### src/design/scs_pkg.sv
// Shared constants and types for the clock-stop serial port
package scs_pkg;

  // ----------------------------------------------------------------
  // Timing base
  // ----------------------------------------------------------------
  // Core clock is the slow peripheral clock, so one cycle is one P
  localparam int unsigned CLK_PERIOD_NS = 50;
  localparam int unsigned P_NS          = 50;
  localparam int unsigned CYC_PER_P     = (P_NS + CLK_PERIOD_NS - 1) / CLK_PERIOD_NS;

  // ----------------------------------------------------------------
  // Configuration encodings
  // ----------------------------------------------------------------
  localparam logic [1:0] STOP_NO_DELAY   = 2'h2;  // Code 10b
  localparam logic [1:0] STOP_HALF_DELAY = 2'h3;  // Code 11b
  localparam logic       DIR_OUT         = 1'h1;
  localparam logic       DIR_IN          = 1'h0;
  localparam logic       FRAME_POL_LOW   = 1'h1;  // Active-low select pins
  localparam logic [7:0] DIV_ZERO        = 8'h00;
  localparam logic [7:0] SLAVE_DIV       = 8'h01;  // Half the core clock
  localparam logic       SLAVE_SRC_SEL   = 1'h1;
  localparam logic [8:0] ONE_PHASE       = 9'h001;

  // ----------------------------------------------------------------
  // Types
  // ----------------------------------------------------------------
  typedef struct packed {
    logic [7:0] bit_clock_divide_value;
    logic       sample_clock_source_select;
    logic [1:0] clock_stop_code;
    logic       transmit_clock_polarity;
    logic       transmit_clock_direction;
    logic       receive_clock_direction;
    logic       transmit_frame_direction;
    logic       receive_frame_direction;
    logic       transmit_frame_polarity;
    logic       receive_frame_polarity;
  } scs_cfg_t;

  typedef enum logic [1:0] {
    ST_IDLE,
    ST_LEAD,
    ST_RUN,
    ST_TAIL
  } scs_state_t;

endpackage

### src/design/scs_port.sv
// Clock-stop serial port core with transmit FIFO
`timescale 1ns/1ps
`default_nettype none

// ------------------------------------------------------------------
// Synchronous FIFO, flip-flop storage
// ------------------------------------------------------------------
module scs_fifo #(
  parameter int unsigned WIDTH = 16,
  parameter int unsigned DEPTH = 8
) (
  input  wire logic             clock,     // Core clock
  input  wire logic             rst_b,     // Async reset, active low
  input  wire logic             in_valid,  // Write request
  output logic                  in_ready,  // Space available
  input  wire logic [WIDTH-1:0] in_data,   // Write word
  output logic                  out_valid, // Word available
  input  wire logic             out_ready, // Read accept
  output logic      [WIDTH-1:0] out_data   // Head word
);
  localparam int unsigned AW = (DEPTH > 1) ? $clog2(DEPTH) : 1;

  logic [WIDTH-1:0] mem_r [DEPTH];
  logic [AW-1:0]    wr_r;
  logic [AW-1:0]    rd_r;
  logic [AW:0]      cnt_r;
  logic             push;
  logic             pop;

  // Handshakes; full and empty come straight from the count
  assign in_ready  = (cnt_r != DEPTH[AW:0]);
  assign out_valid = (cnt_r != '0);
  assign push      = in_valid & in_ready;
  assign pop       = out_valid & out_ready;
  assign out_data  = mem_r[rd_r];

  // Storage writes
  always_ff @(posedge clock) begin
    if (push) begin
      mem_r[wr_r] <= in_data;
    end
  end

  // Pointers and occupancy; wrap handles non power-of-two depths
  always_ff @(posedge clock or negedge rst_b) begin
    if (!rst_b) begin
      wr_r  <= '0;
      rd_r  <= '0;
      cnt_r <= '0;
    end else begin
      if (push) begin
        wr_r <= (wr_r == AW'(DEPTH - 1)) ? '0 : wr_r + 1'b1;
      end
      if (pop) begin
        rd_r <= (rd_r == AW'(DEPTH - 1)) ? '0 : rd_r + 1'b1;
      end
      cnt_r <= cnt_r + {{AW{1'b0}}, push} - {{AW{1'b0}}, pop};
    end
  end
endmodule

// ------------------------------------------------------------------
// Port core: master bit clock and select, or slave on external pins
// ------------------------------------------------------------------
module scs_port #(
  parameter int unsigned WORD_W     = 16,
  parameter int unsigned FIFO_DEPTH = 8
) (
  input  wire logic              clock,                    // Core clock, one P
  input  wire logic              rst_b,                    // Async reset, active low
  input  wire scs_pkg::scs_cfg_t cfg,                      // Static configuration
  input  wire logic              tx_valid,                 // Transmit word offered
  output logic                   tx_ready,                 // FIFO can take word
  input  wire logic [WORD_W-1:0] tx_data,                  // Transmit word
  output logic                   rx_valid,                 // Received word, pulse
  output logic      [WORD_W-1:0] rx_data,                  // Received word
  output logic                   busy,                     // Transfer in progress
  output logic                   sample_rate_clock,        // Internal sample clock
  input  wire logic              serial_bit_clock_in,      // Clock pin, input side
  output logic                   serial_bit_clock_out,     // Clock pin, output side
  output logic                   serial_bit_clock_oe,      // Clock pin drive enable
  input  wire logic              transmit_frame_sync_in,   // Select pin, input side
  output logic                   transmit_frame_sync_out,  // Select pin, output side
  output logic                   transmit_frame_sync_oe,   // Select pin drive enable
  input  wire logic              receive_frame_sync_in,    // Receive select input
  input  wire logic              serial_data_in,           // Data input pin
  output logic                   serial_data_out,          // Data pin, output side
  output logic                   serial_data_oe            // Data pin drive enable
);
  localparam int unsigned EW = $clog2(2 * WORD_W) + 1;
  localparam int unsigned BW = $clog2(WORD_W) + 1;

  scs_pkg::scs_state_t st_r;
  logic [8:0]          cnt_r;
  logic [EW-1:0]       edges_r;
  logic [BW-1:0]       bits_r;
  logic                sclk_r;
  logic                sel_r;
  logic                mdrv_r;
  logic                sampled_r;
  logic [WORD_W-1:0]   tx_sh_r;
  logic [WORD_W-1:0]   rx_sh_r;
  logic                sample_rate_clock_r;
  logic                pin_clk_r;
  logic                s_tx_act_r;
  logic                s_rx_act_r;
  logic                q_valid;
  logic [WORD_W-1:0]   q_data;
  logic                q_pop;
  logic                master;
  logic                launch_rise;
  logic                slave_tick;
  logic                s_tx_act;
  logic                s_rx_act;
  logic                s_start;
  logic                edge_ev;
  logic                new_lvl;
  logic                launch_ev;
  logic                sample_ev;
  logic                m_start;
  logic                m_last;

  // Phase width in P for the given clock level
  function automatic logic [8:0] phase_w(input logic [7:0] d, input logic lvl);
    if (d == scs_pkg::DIV_ZERO) begin
      phase_w = scs_pkg::ONE_PHASE;  // One-P period not realisable; clamp to 2P
    end else if (d[0]) begin
      phase_w = 9'(({1'b0, d} + scs_pkg::ONE_PHASE) >> 1);
    end else begin
      phase_w = {2'b00, d[7:1]} + (lvl ? scs_pkg::ONE_PHASE : 9'h000);
    end
  endfunction

  // ----------------------------------------------------------------
  // Transmit FIFO
  // ----------------------------------------------------------------
  scs_fifo #(
    .WIDTH (WORD_W),
    .DEPTH (FIFO_DEPTH)
  ) u_fifo (
    .clock     (clock),
    .rst_b     (rst_b),
    .in_valid  (tx_valid),
    .in_ready  (tx_ready),
    .in_data   (tx_data),
    .out_valid (q_valid),
    .out_ready (q_pop),
    .out_data  (q_data)
  );

  // ----------------------------------------------------------------
  // Mode decode and pin directions
  // ----------------------------------------------------------------
  // Master only with both transmit clock and frame driven out
  assign master = (cfg.transmit_clock_direction == scs_pkg::DIR_OUT) &&
                  (cfg.transmit_frame_direction == scs_pkg::DIR_OUT);
  assign serial_bit_clock_oe    = cfg.transmit_clock_direction;
  assign transmit_frame_sync_oe = cfg.transmit_frame_direction;
  // Launch edge: codes 10b/11b swap edges, polarity flips both
  assign launch_rise = cfg.transmit_clock_polarity ^
                       (cfg.clock_stop_code == scs_pkg::STOP_NO_DELAY);

  // Slave select pins inverted when programmed active low
  assign s_tx_act = transmit_frame_sync_in ^
                    (cfg.transmit_frame_polarity == scs_pkg::FRAME_POL_LOW);
  assign s_rx_act = receive_frame_sync_in ^
                    (cfg.receive_frame_polarity == scs_pkg::FRAME_POL_LOW);
  assign s_start  = !master && s_tx_act && !s_tx_act_r;

  // ----------------------------------------------------------------
  // Sample-rate clock; slave looks at the clock pin only on its high phase with source select 1 and divide 01h, else every cycle
  // ----------------------------------------------------------------
  // Toggles every cycle, so it runs at half the core clock
  always_ff @(posedge clock or negedge rst_b) begin
    if (!rst_b) begin
      sample_rate_clock_r <= 1'b0;
    end else begin
      sample_rate_clock_r <= ~sample_rate_clock_r;
    end
  end

  assign sample_rate_clock = sample_rate_clock_r;
  assign slave_tick = ((cfg.sample_clock_source_select == scs_pkg::SLAVE_SRC_SEL) &&
                       (cfg.bit_clock_divide_value == scs_pkg::SLAVE_DIV)) ? sample_rate_clock_r : 1'b1;

  // ----------------------------------------------------------------
  // Edge events, common to both modes
  // ----------------------------------------------------------------
  always_comb begin
    if (master) begin
      edge_ev = ((st_r == scs_pkg::ST_LEAD) || (st_r == scs_pkg::ST_RUN)) &&
                (cnt_r == scs_pkg::ONE_PHASE);
      new_lvl = ~sclk_r;
    end else begin
      edge_ev = slave_tick && (serial_bit_clock_in != pin_clk_r) && s_tx_act_r;
      new_lvl = serial_bit_clock_in;
    end
  end

  assign launch_ev = edge_ev && (new_lvl == launch_rise);
  assign sample_ev = edge_ev && (new_lvl != launch_rise) && (master || s_rx_act_r);
  assign m_start   = master && (st_r == scs_pkg::ST_IDLE) && q_valid;
  assign m_last    = edge_ev && master && (edges_r == EW'(2 * WORD_W - 1));
  assign q_pop     = (m_start || s_start) && q_valid;

  // ----------------------------------------------------------------
  // Master sequencer: lead-in, clocking, tail, release
  // ----------------------------------------------------------------
  always_ff @(posedge clock or negedge rst_b) begin
    if (!rst_b) begin
      st_r    <= scs_pkg::ST_IDLE;
      cnt_r   <= scs_pkg::ONE_PHASE;
      edges_r <= '0;
      sclk_r  <= 1'b0;
      sel_r   <= 1'b0;
      mdrv_r  <= 1'b0;
    end else begin
      case (st_r)
        scs_pkg::ST_IDLE: begin
          sclk_r <= cfg.transmit_clock_polarity;
          if (m_start) begin
            sel_r   <= 1'b1;
            mdrv_r  <= 1'b1;
            edges_r <= '0;
            // Lead-in: first phase for 10b, whole period for 11b
            cnt_r   <= (cfg.clock_stop_code == scs_pkg::STOP_HALF_DELAY) ?
                       9'(phase_w(cfg.bit_clock_divide_value, 1'b1) +
                          phase_w(cfg.bit_clock_divide_value, 1'b0)) :
                       phase_w(cfg.bit_clock_divide_value,
                               cfg.transmit_clock_polarity);
            st_r    <= scs_pkg::ST_LEAD;
          end
        end
        scs_pkg::ST_LEAD, scs_pkg::ST_RUN: begin
          if (edge_ev) begin
            sclk_r  <= new_lvl;
            edges_r <= edges_r + 1'b1;
            cnt_r   <= phase_w(cfg.bit_clock_divide_value, new_lvl);
            st_r    <= m_last ? scs_pkg::ST_TAIL : scs_pkg::ST_RUN;
          end else begin
            cnt_r <= cnt_r - 1'b1;
          end
        end
        scs_pkg::ST_TAIL: begin
          // Hold last bit one phase past the final edge, then release
          if (cnt_r == scs_pkg::ONE_PHASE) begin
            mdrv_r <= 1'b0;
            sel_r  <= 1'b0;
            st_r   <= scs_pkg::ST_IDLE;
          end else begin
            cnt_r <= cnt_r - 1'b1;
          end
        end
        default: begin
          st_r <= scs_pkg::ST_IDLE;
        end
      endcase
    end
  end

  // ----------------------------------------------------------------
  // Slave pin history: clock pin taken on sample-rate ticks, selects every cycle
  // ----------------------------------------------------------------
  always_ff @(posedge clock or negedge rst_b) begin
    if (!rst_b) begin
      pin_clk_r  <= 1'b0;
      s_tx_act_r <= 1'b0;
      s_rx_act_r <= 1'b0;
    end else begin
      if (slave_tick) begin
        pin_clk_r <= serial_bit_clock_in;
      end
      s_tx_act_r <= !master && s_tx_act;
      s_rx_act_r <= !master && s_rx_act;
    end
  end

  // ----------------------------------------------------------------
  // Shift path: load, launch shifts, sample captures
  // ----------------------------------------------------------------
  // First launch edge before any sample keeps the MSB on the line
  always_ff @(posedge clock or negedge rst_b) begin
    if (!rst_b) begin
      tx_sh_r   <= '0;
      rx_sh_r   <= '0;
      sampled_r <= 1'b0;
      bits_r    <= '0;
    end else begin
      if (m_start || s_start) begin
        tx_sh_r   <= q_valid ? q_data : '0;  // Underrun sends zeros
        sampled_r <= 1'b0;
        bits_r    <= '0;
      end else begin
        if (launch_ev && sampled_r) begin
          tx_sh_r <= {tx_sh_r[WORD_W-2:0], 1'b0};
        end
        if (sample_ev) begin
          rx_sh_r   <= {rx_sh_r[WORD_W-2:0], serial_data_in};
          sampled_r <= 1'b1;
          bits_r    <= (bits_r == BW'(WORD_W - 1)) ? '0 : bits_r + 1'b1;
        end
      end
    end
  end

  // ----------------------------------------------------------------
  // Received word out, one-cycle pulse on the last sample
  // ----------------------------------------------------------------
  always_ff @(posedge clock or negedge rst_b) begin
    if (!rst_b) begin
      rx_valid <= 1'b0;
      rx_data  <= '0;
    end else begin
      rx_valid <= sample_ev && (bits_r == BW'(WORD_W - 1));
      if (sample_ev && (bits_r == BW'(WORD_W - 1))) begin
        rx_data <= {rx_sh_r[WORD_W-2:0], serial_data_in};
      end
    end
  end

  // ----------------------------------------------------------------
  // Pin outputs
  // ----------------------------------------------------------------
  assign serial_bit_clock_out = master ? sclk_r : cfg.transmit_clock_polarity;
  // Internal select active high; inverted onto the pin when polarity is 1
  assign transmit_frame_sync_out = sel_r ^
                                   (cfg.transmit_frame_polarity == scs_pkg::FRAME_POL_LOW);
  assign serial_data_out = tx_sh_r[WORD_W-1];
  // Slave drives only while select is held; release follows select high
  assign serial_data_oe  = master ? mdrv_r : s_tx_act_r;
  assign busy            = master ? (st_r != scs_pkg::ST_IDLE) : s_tx_act_r;
endmodule

`default_nettype wire

### config.mk
export PLATFORM = sky130hd
export DESIGN_NAME = scs_port
export DESIGN_NICKNAME = d
export VERILOG_FILES = /design/src/design/scs_pkg.sv /design/src/design/scs_port.sv
export SDC_FILE = /design/constraint.sdc
export NUM_CORES = 1
export LEC_CHECK = 0
export BUFFER_PORTS_ARGS = -buffer_cell sky130_fd_sc_hd__buf_2
export CELL_PAD_IN_SITES_DETAIL_PLACEMENT = 1
export CELL_PAD_IN_SITES_GLOBAL_PLACEMENT = 1
export CORE_MARGIN = 2
export CORE_UTILIZATION = 45
export DETAILED_ROUTE_END_ITERATION = 8
export PLACE_DENSITY = 0.7
export SYNTH_ARGS = -nofsm -noshare
export SYNTH_HDL_FRONTEND = slang
export SYNTH_SLANG_ARGS = --single-unit
### constraint.sdc
create_clock -name clock -period 3.67 [get_ports clock]
set_clock_uncertainty 0.05 [all_clocks]
set_input_delay 0.367 -clock clock [delete_from_list [all_inputs] [get_ports clock]]
set_output_delay 0.367 -clock clock [all_outputs]
set_load 0.02 [all_outputs]
== Word level (Yosys, flattened, before mapping) ==
Memories as Yosys holds them, arrays and structs flattened.
Index checks and enable logic that the tools add are counted.
Storage, ports and cells
  memories kept: 1
  bits in writable memories: 128
  output and inout bits: 26
  logic and storage cells: 147
  register bits after elaboration: 87
  input bits: 41
Memories
  u_fifo.mem_r: depth 8, width 16, read ports 1, clocked after memory_dff 0, write ports 1, line scs_port.sv:23  | logic [WIDTH-1:0] mem_r [DEPTH];
Operators by class
  add/subtract/negate cells: 12
  reductions and logical operators: 38
  bitwise operators: 9
  eq/ne operators: 19
  mux-type cells: 50
Operator list (count)
  2-to-1 mux 9 bit: 8
  2-to-1 mux 8 bit: 8
  2-to-1 mux 16 bit: 3
  one-hot mux 9 bit (3 select lines): 1
  logical AND 1 bit: 18
  adder 7 x 1 -> 8 bit: 2
  2-to-1 mux 1 bit: 16
  2-to-1 mux 5 bit: 3
  2-to-1 mux 6 bit: 2
  one-hot mux 6 bit (2 select lines): 1
  nonzero test 2 bit: 5
  adder 8 x 1 -> 9 bit (second input constant): 1
  adder 9 bit: 1
  equality test 9 x 1 -> 1 bit (second input constant): 1
  AND reduction 3 bit: 3
  subtractor 9 x 1 -> 9 bit (second input constant): 1
  adder 7 x 1 -> 8 bit (second input constant): 1
  equality test 2 bit (second input constant): 4
  equality test 8 x 1 -> 1 bit (second input constant): 1
  zero test 8 bit: 1
  inequality test 2 bit (second input constant): 4
  adder 3 x 1 -> 3 bit (second input constant): 2
  adder 6 x 1 -> 6 bit (second input constant): 1
  equality test 3 bit (second input constant): 2
  22 further kinds: 38

== Depth between registers and ports, before layout ==
  word-level depth: 11
  mapped depth: 14
  mapped depth without buffers: 13

== Hierarchy ==
A second synthesis with hierarchy kept.
Unflattened totals
  cell total of the unflattened synthesis: 760
  area total of the unflattened synthesis: 10438.8 um^2
By module, submodules not included
  scs_fifo: area an instance 5549.1 um^2, cells an instance 242, instances 1, seq. area each 4093.9 um^2
  scs_port: area an instance 4889.7 um^2, cells an instance 518, instances 1, seq. area each 1928.1 um^2

== Worst setup path before layout ==
OpenSTA, ideal clock, no wires.
  path kind: input port to flip-flop
  start point: input cfg[10] in the netlist's numbering
  end point: register cnt_r[6]
  data required time: 3.500 ns
  setup slack: 0.303 ns
  library setup time: 0.120 ns
  path buffers: 1
  arrival time: 3.197 ns
  stages on the path: 12
  path through: clkbuf_1 > inv_1 > ha_1 > or2_2 > ha_1 > fa_1 > a211o_1 > a21o_1 > a311oi_1 > a31oi_1 > a32o_1 > a31o_2
On the way
  cells in the longest elaborated chain, start to end: 9
  elaborated cells on any way between the ends: 25
  those cells by class: add/sub: 2; eq/ne: 1; mux: 18; reduce/logical: 4
Ends and longest elaborated chain
  start, declared: line scs_port.sv:71  | input wire scs_pkg::scs_cfg_t cfg,
  adder 8 x 1 -> 9 bit: line scs_port.sv:128  | phase_w = 9'(({1'b0, d} + scs_pkg::ONE_PHASE) >> 1);
  2-to-1 mux 8 bit: line scs_port.sv:127  | end else if (d[0]) begin
  2-to-1 mux 8 bit: line scs_port.sv:125  | if (d == scs_pkg::DIV_ZERO) begin
  2-to-1 mux 9 bit: line scs_port.sv:221  | if (m_start) begin
  2-to-1 mux 9 bit: line scs_port.sv:218  | case (st_r)
  adder 9 bit: line scs_port.sv:227  | 9'(phase_w(cfg.bit_clock_divide_value, 1'b1) +
  2-to-1 mux 9 bit: line scs_port.sv:226  | cnt_r <= (cfg.clock_stop_code == scs_pkg::STOP_HALF_DELAY) ?
  2-to-1 mux 9 bit: line scs_port.sv:221
  one-hot mux 9 bit (3 select lines) (*): line scs_port.sv:218
  end signal, assigned: line scs_port.sv:226
  end signal, assigned: line scs_port.sv:238  | cnt_r <= phase_w(cfg.bit_clock_divide_value, new_lvl);
  end signal, assigned: line scs_port.sv:241  | cnt_r <= cnt_r - 1'b1;
  end, declared: line scs_port.sv:94  | logic [8:0] cnt_r;
Mark *: on every way between the ends. The rest lies on a longest branch, timed or not. The select of a mux whose other input is x is not followed.
A chain may end at the register's enable or synchronous reset.

== Worst setup path after layout ==
  start point: register u_fifo.cnt_r[2]
  end point: register u_fifo.cnt_r[2]
On the way
  cells in the longest elaborated chain, start to end: 6
  elaborated cells on any way between the ends: 9
  those cells by class: add/sub: 2; eq/ne: 1; bitwise: 2; reduce/logical: 4
Ends and longest elaborated chain
  start, declared: line scs_port.sv:26  | logic [AW:0] cnt_r;
  start signal, assigned: line scs_port.sv:57  | cnt_r <= cnt_r + {{AW{1'b0}}, push} - {{AW{1'b0}}, pop};
  branches (longest 5 deep; another with adder 4 x 1 -> 4 bit)
  subtractor 4 x 1 -> 4 bit (*): line scs_port.sv:57
Every way passes the cells marked *.

==> flow_summary.ini <==
[status]
status = finished clean

[die]
die-area_um2 = 24300
rows = 55
initial_core_util = 0.458
pin_count = 67
dieWidth_um = 156
die_y_um = 156
design.core.area_um2 = 22600

[place]
gp_congestion = 0.846
port_buffers = 64
hpwlAfterDp_um = 16300

[cts]
cts_sinks = 215
cts_buffer_depth = 3
cts_tree = done
path_clk_slew_ns = 0.06
cts_buffers = 23
clk_latency_ns = 0.53
cts_resized = 0
h-tree-depth = 1
ctsRootBufferMaster = clkbuf_16

[final_layout]
fillers = 2242
diodes = 0
finalNetCount = 917
area_delta_synth_final_pct = 14.5
drive_gt1_frac = 0.268

[critical_path]
critPathLaunchType = register
cpMostUsedCell = inv_1
cp_cell_sequence = inv_1, ha_1, nor3b_1, buf_4, nor2_1, o2bb2ai_2, nand2b_1, inv_1, ha_1, inv_1, ha_1, inv_1, fa_1, xnor2_1
worstPathRequired_ns = 4.02
critical-path-slowest-cell = fa_1
worstRegToRegCells = 14
critPathKind = reg -> reg
critPathMaxFanout = 8
r2r_slack_ns = 0.55
worstSetupStartpoint = u_fifo.cnt_r[2]
crit_family = adder cells
max_stage_delay_ns = 0.41
critPathCaptureType = register
r2r_end = u_fifo.cnt_r[2]
crit_buf_inv = 5
worstPathArrival_ns = 3.48
r2r_start = u_fifo.cnt_r[2]

[worst_hold_path]
hold_end = rx_data[0]
holdPathStages = 2
hold_start = serial_data_in
hp-class = in -> reg

[sta]
fin_crit_ns = 3.12
worstMarginPinSlew_ns = 1.17
final_max_slew_viol_count = 0
finalSetupTns_ns = 0
fmax_mhz = 320
period_share = 0.851
relSlewSlack = 0.222
finalHoldViolCount = 0
finalSetupViolCount = 0
rsz0062_at_grt = no

[yosys]
syn-num-nets = 837
ys.flop_type = edfxtp_1
synth_seq_cells = 215
synth.distinct_cells = 76
synth_warnings = 0
netlist.area_leader.share = 0.370
syn_inst = 759
yosysSeqAreaShare = 0.580
synth_edf_count = 128
yosysTopAreaCell = edfxtp_1
netlist_area_um2 = 10400
async_reset_ff_frac = 0.405
avgSynthCellArea_um2 = 13.7
synth_area_leaders = edfxtp_1 37%, dfrtp_1 21%, mux4_2 6.9%

[global_route]
overflow = 0
track_usage = 0.203
grt_max_degree = 65
grt_pass1_wl_um = 38400
antenna_found_initial = 1
grt_pass1_vias = 6901

[detailed_routing]
drt-pass1-iter-count = 4
drt_iter0_drc = 285
ant_nets = 0
viasPerCell = 5.75
wl_per_cell_um = 21.3
num_vias = 6562
remaining_drc_errors = 0
wirelength_um = 24300

[power_and_ir_drop]
vdd_drop_max_mv = 0.519
pwr_density_cell_nw_per_um2 = 717
finalPower_mw = 8.52
total_leakage_power_nw = 4.83

[job]
cap_violations = 0
area by class of cell:
type | count | area (um2) | share of cell area
Sequential cell | 215 | 6020 | 0.507
Multi-Input combinational cell | 480 | 4100 | 0.345
Clock buffer | 27 | 632 | 0.0532
Timing Repair Buffer | 92 | 548 | 0.0461
Tap cell | 285 | 357 | 0.0300
Clock inverter | 15 | 120 | 0.0101
Inverter | 27 | 101 | 0.00853
synth_stat cells (14+ instances only):
master	instances
xnor2_1	15
mux2_2	41
a21oi_1	22
nor2_1	33
nor3_1	16
ha_1	35
clkbuf_1	22
nand3_1	14
edfxtp_1	128
mux4_2	32
mux2i_1	21
dfrtp_1	86
o21ai_0	43
inv_1	27
nand2_1	59
layout by cell type, fill, tap and decap left out, drive strengths merged, types with 13 or more instances in the layout:
master	instances
dfrtp	86
a21oi	22
mux2i	21
clkbuf	27
nand3	14
mux4	32
xnor2	15
inv	29
nand2	59
nor2	34
edfxtp	128
or3	13
buf	91
nor3	17
mux2	50
o21ai	44
ha	35
sequential cells by signal, indices dropped and copies added, names as in the netlist, 4 cells and up:
register	count
rx_sh_r	15
u_fifo.cnt_r	4
edges_r	6
u_fifo.mem_r	128
tx_sh_r	16
cnt_r	9
bits_r	5
rx_data	16
worst reg2reg max path, cell delays in order, from the launching register on:
cell,delay [ns]
dfrtp_1,0.35
inv_1,0.10
ha_1,0.17
nor3b_1,0.34
buf_4,0.22
nor2_1,0.07
o2bb2ai_2,0.26
nand2b_1,0.22
inv_1,0.07
ha_1,0.28
inv_1,0.07
ha_1,0.18
inv_1,0.07
fa_1,0.41
xnor2_1,0.15
what timing repair did:
action / CTS / global route
buffers inserted: 0 / 0
hold buffers: 1 / 0
hold endpoints to repair: 61 / 0
stage by stage:
stage,std cells,area [um2],utilization,setup WS [ns],hold slack (ns)
2_1_floorplan,759,10400,-,0.303,0.0214
3_3_place_gp,1098,11100,0.491,0.167,0.379
3_5_place_dp,1098,11100,0.491,0.0885,0.392
4_1_cts,1141,11900,0.525,0.464,0.0316
5_1_grt,1141,11900,0.525,0.335,0.0433
6_report,1141,11900,0.525,0.549,0.0498
logic make-up after synthesis:
kind of cell             share of synthesized area
XOR/XNOR                                    0.0228
buffers and inverters                       0.0274
AO/OA/AOI/OAI                               0.0861
multiplexers                                 0.147
adder cells (fa/ha/maj)                     0.0461
AND/OR/NAND/NOR                             0.0903
flip-flops                                   0.580
report_power, final:
group / switching [mW] / internal [mW]
registers: 0.389 / 3.07
logic: 1.55 / 1.25
clock network: 0.955 / 1.31
total: 2.90 / 5.63
how the worst max path moves through the flow:
stage                                 end  slack (ns)  cells after the start
after floorplan                  cnt_r[6]        0.30                     12
after global placement           cnt_r[6]        0.17                     13
after detailed placement         cnt_r[6]        0.09                     13
after CTS                 u_fifo.cnt_r[2]        0.46                     14
after global routing      u_fifo.cnt_r[2]        0.33                     14
final                     u_fifo.cnt_r[2]        0.55                     14
metal layers:
layer,GRT usage,vias up,wire length [um]
met3,0.0325,42,1010
li1,-,3017,-
met5,0,-,13
met4,0.0585,2,505
met1,0.271,3377,10700
met2,0.346,124,12100
Note: power is estimated with default switching activity, not from simulation.
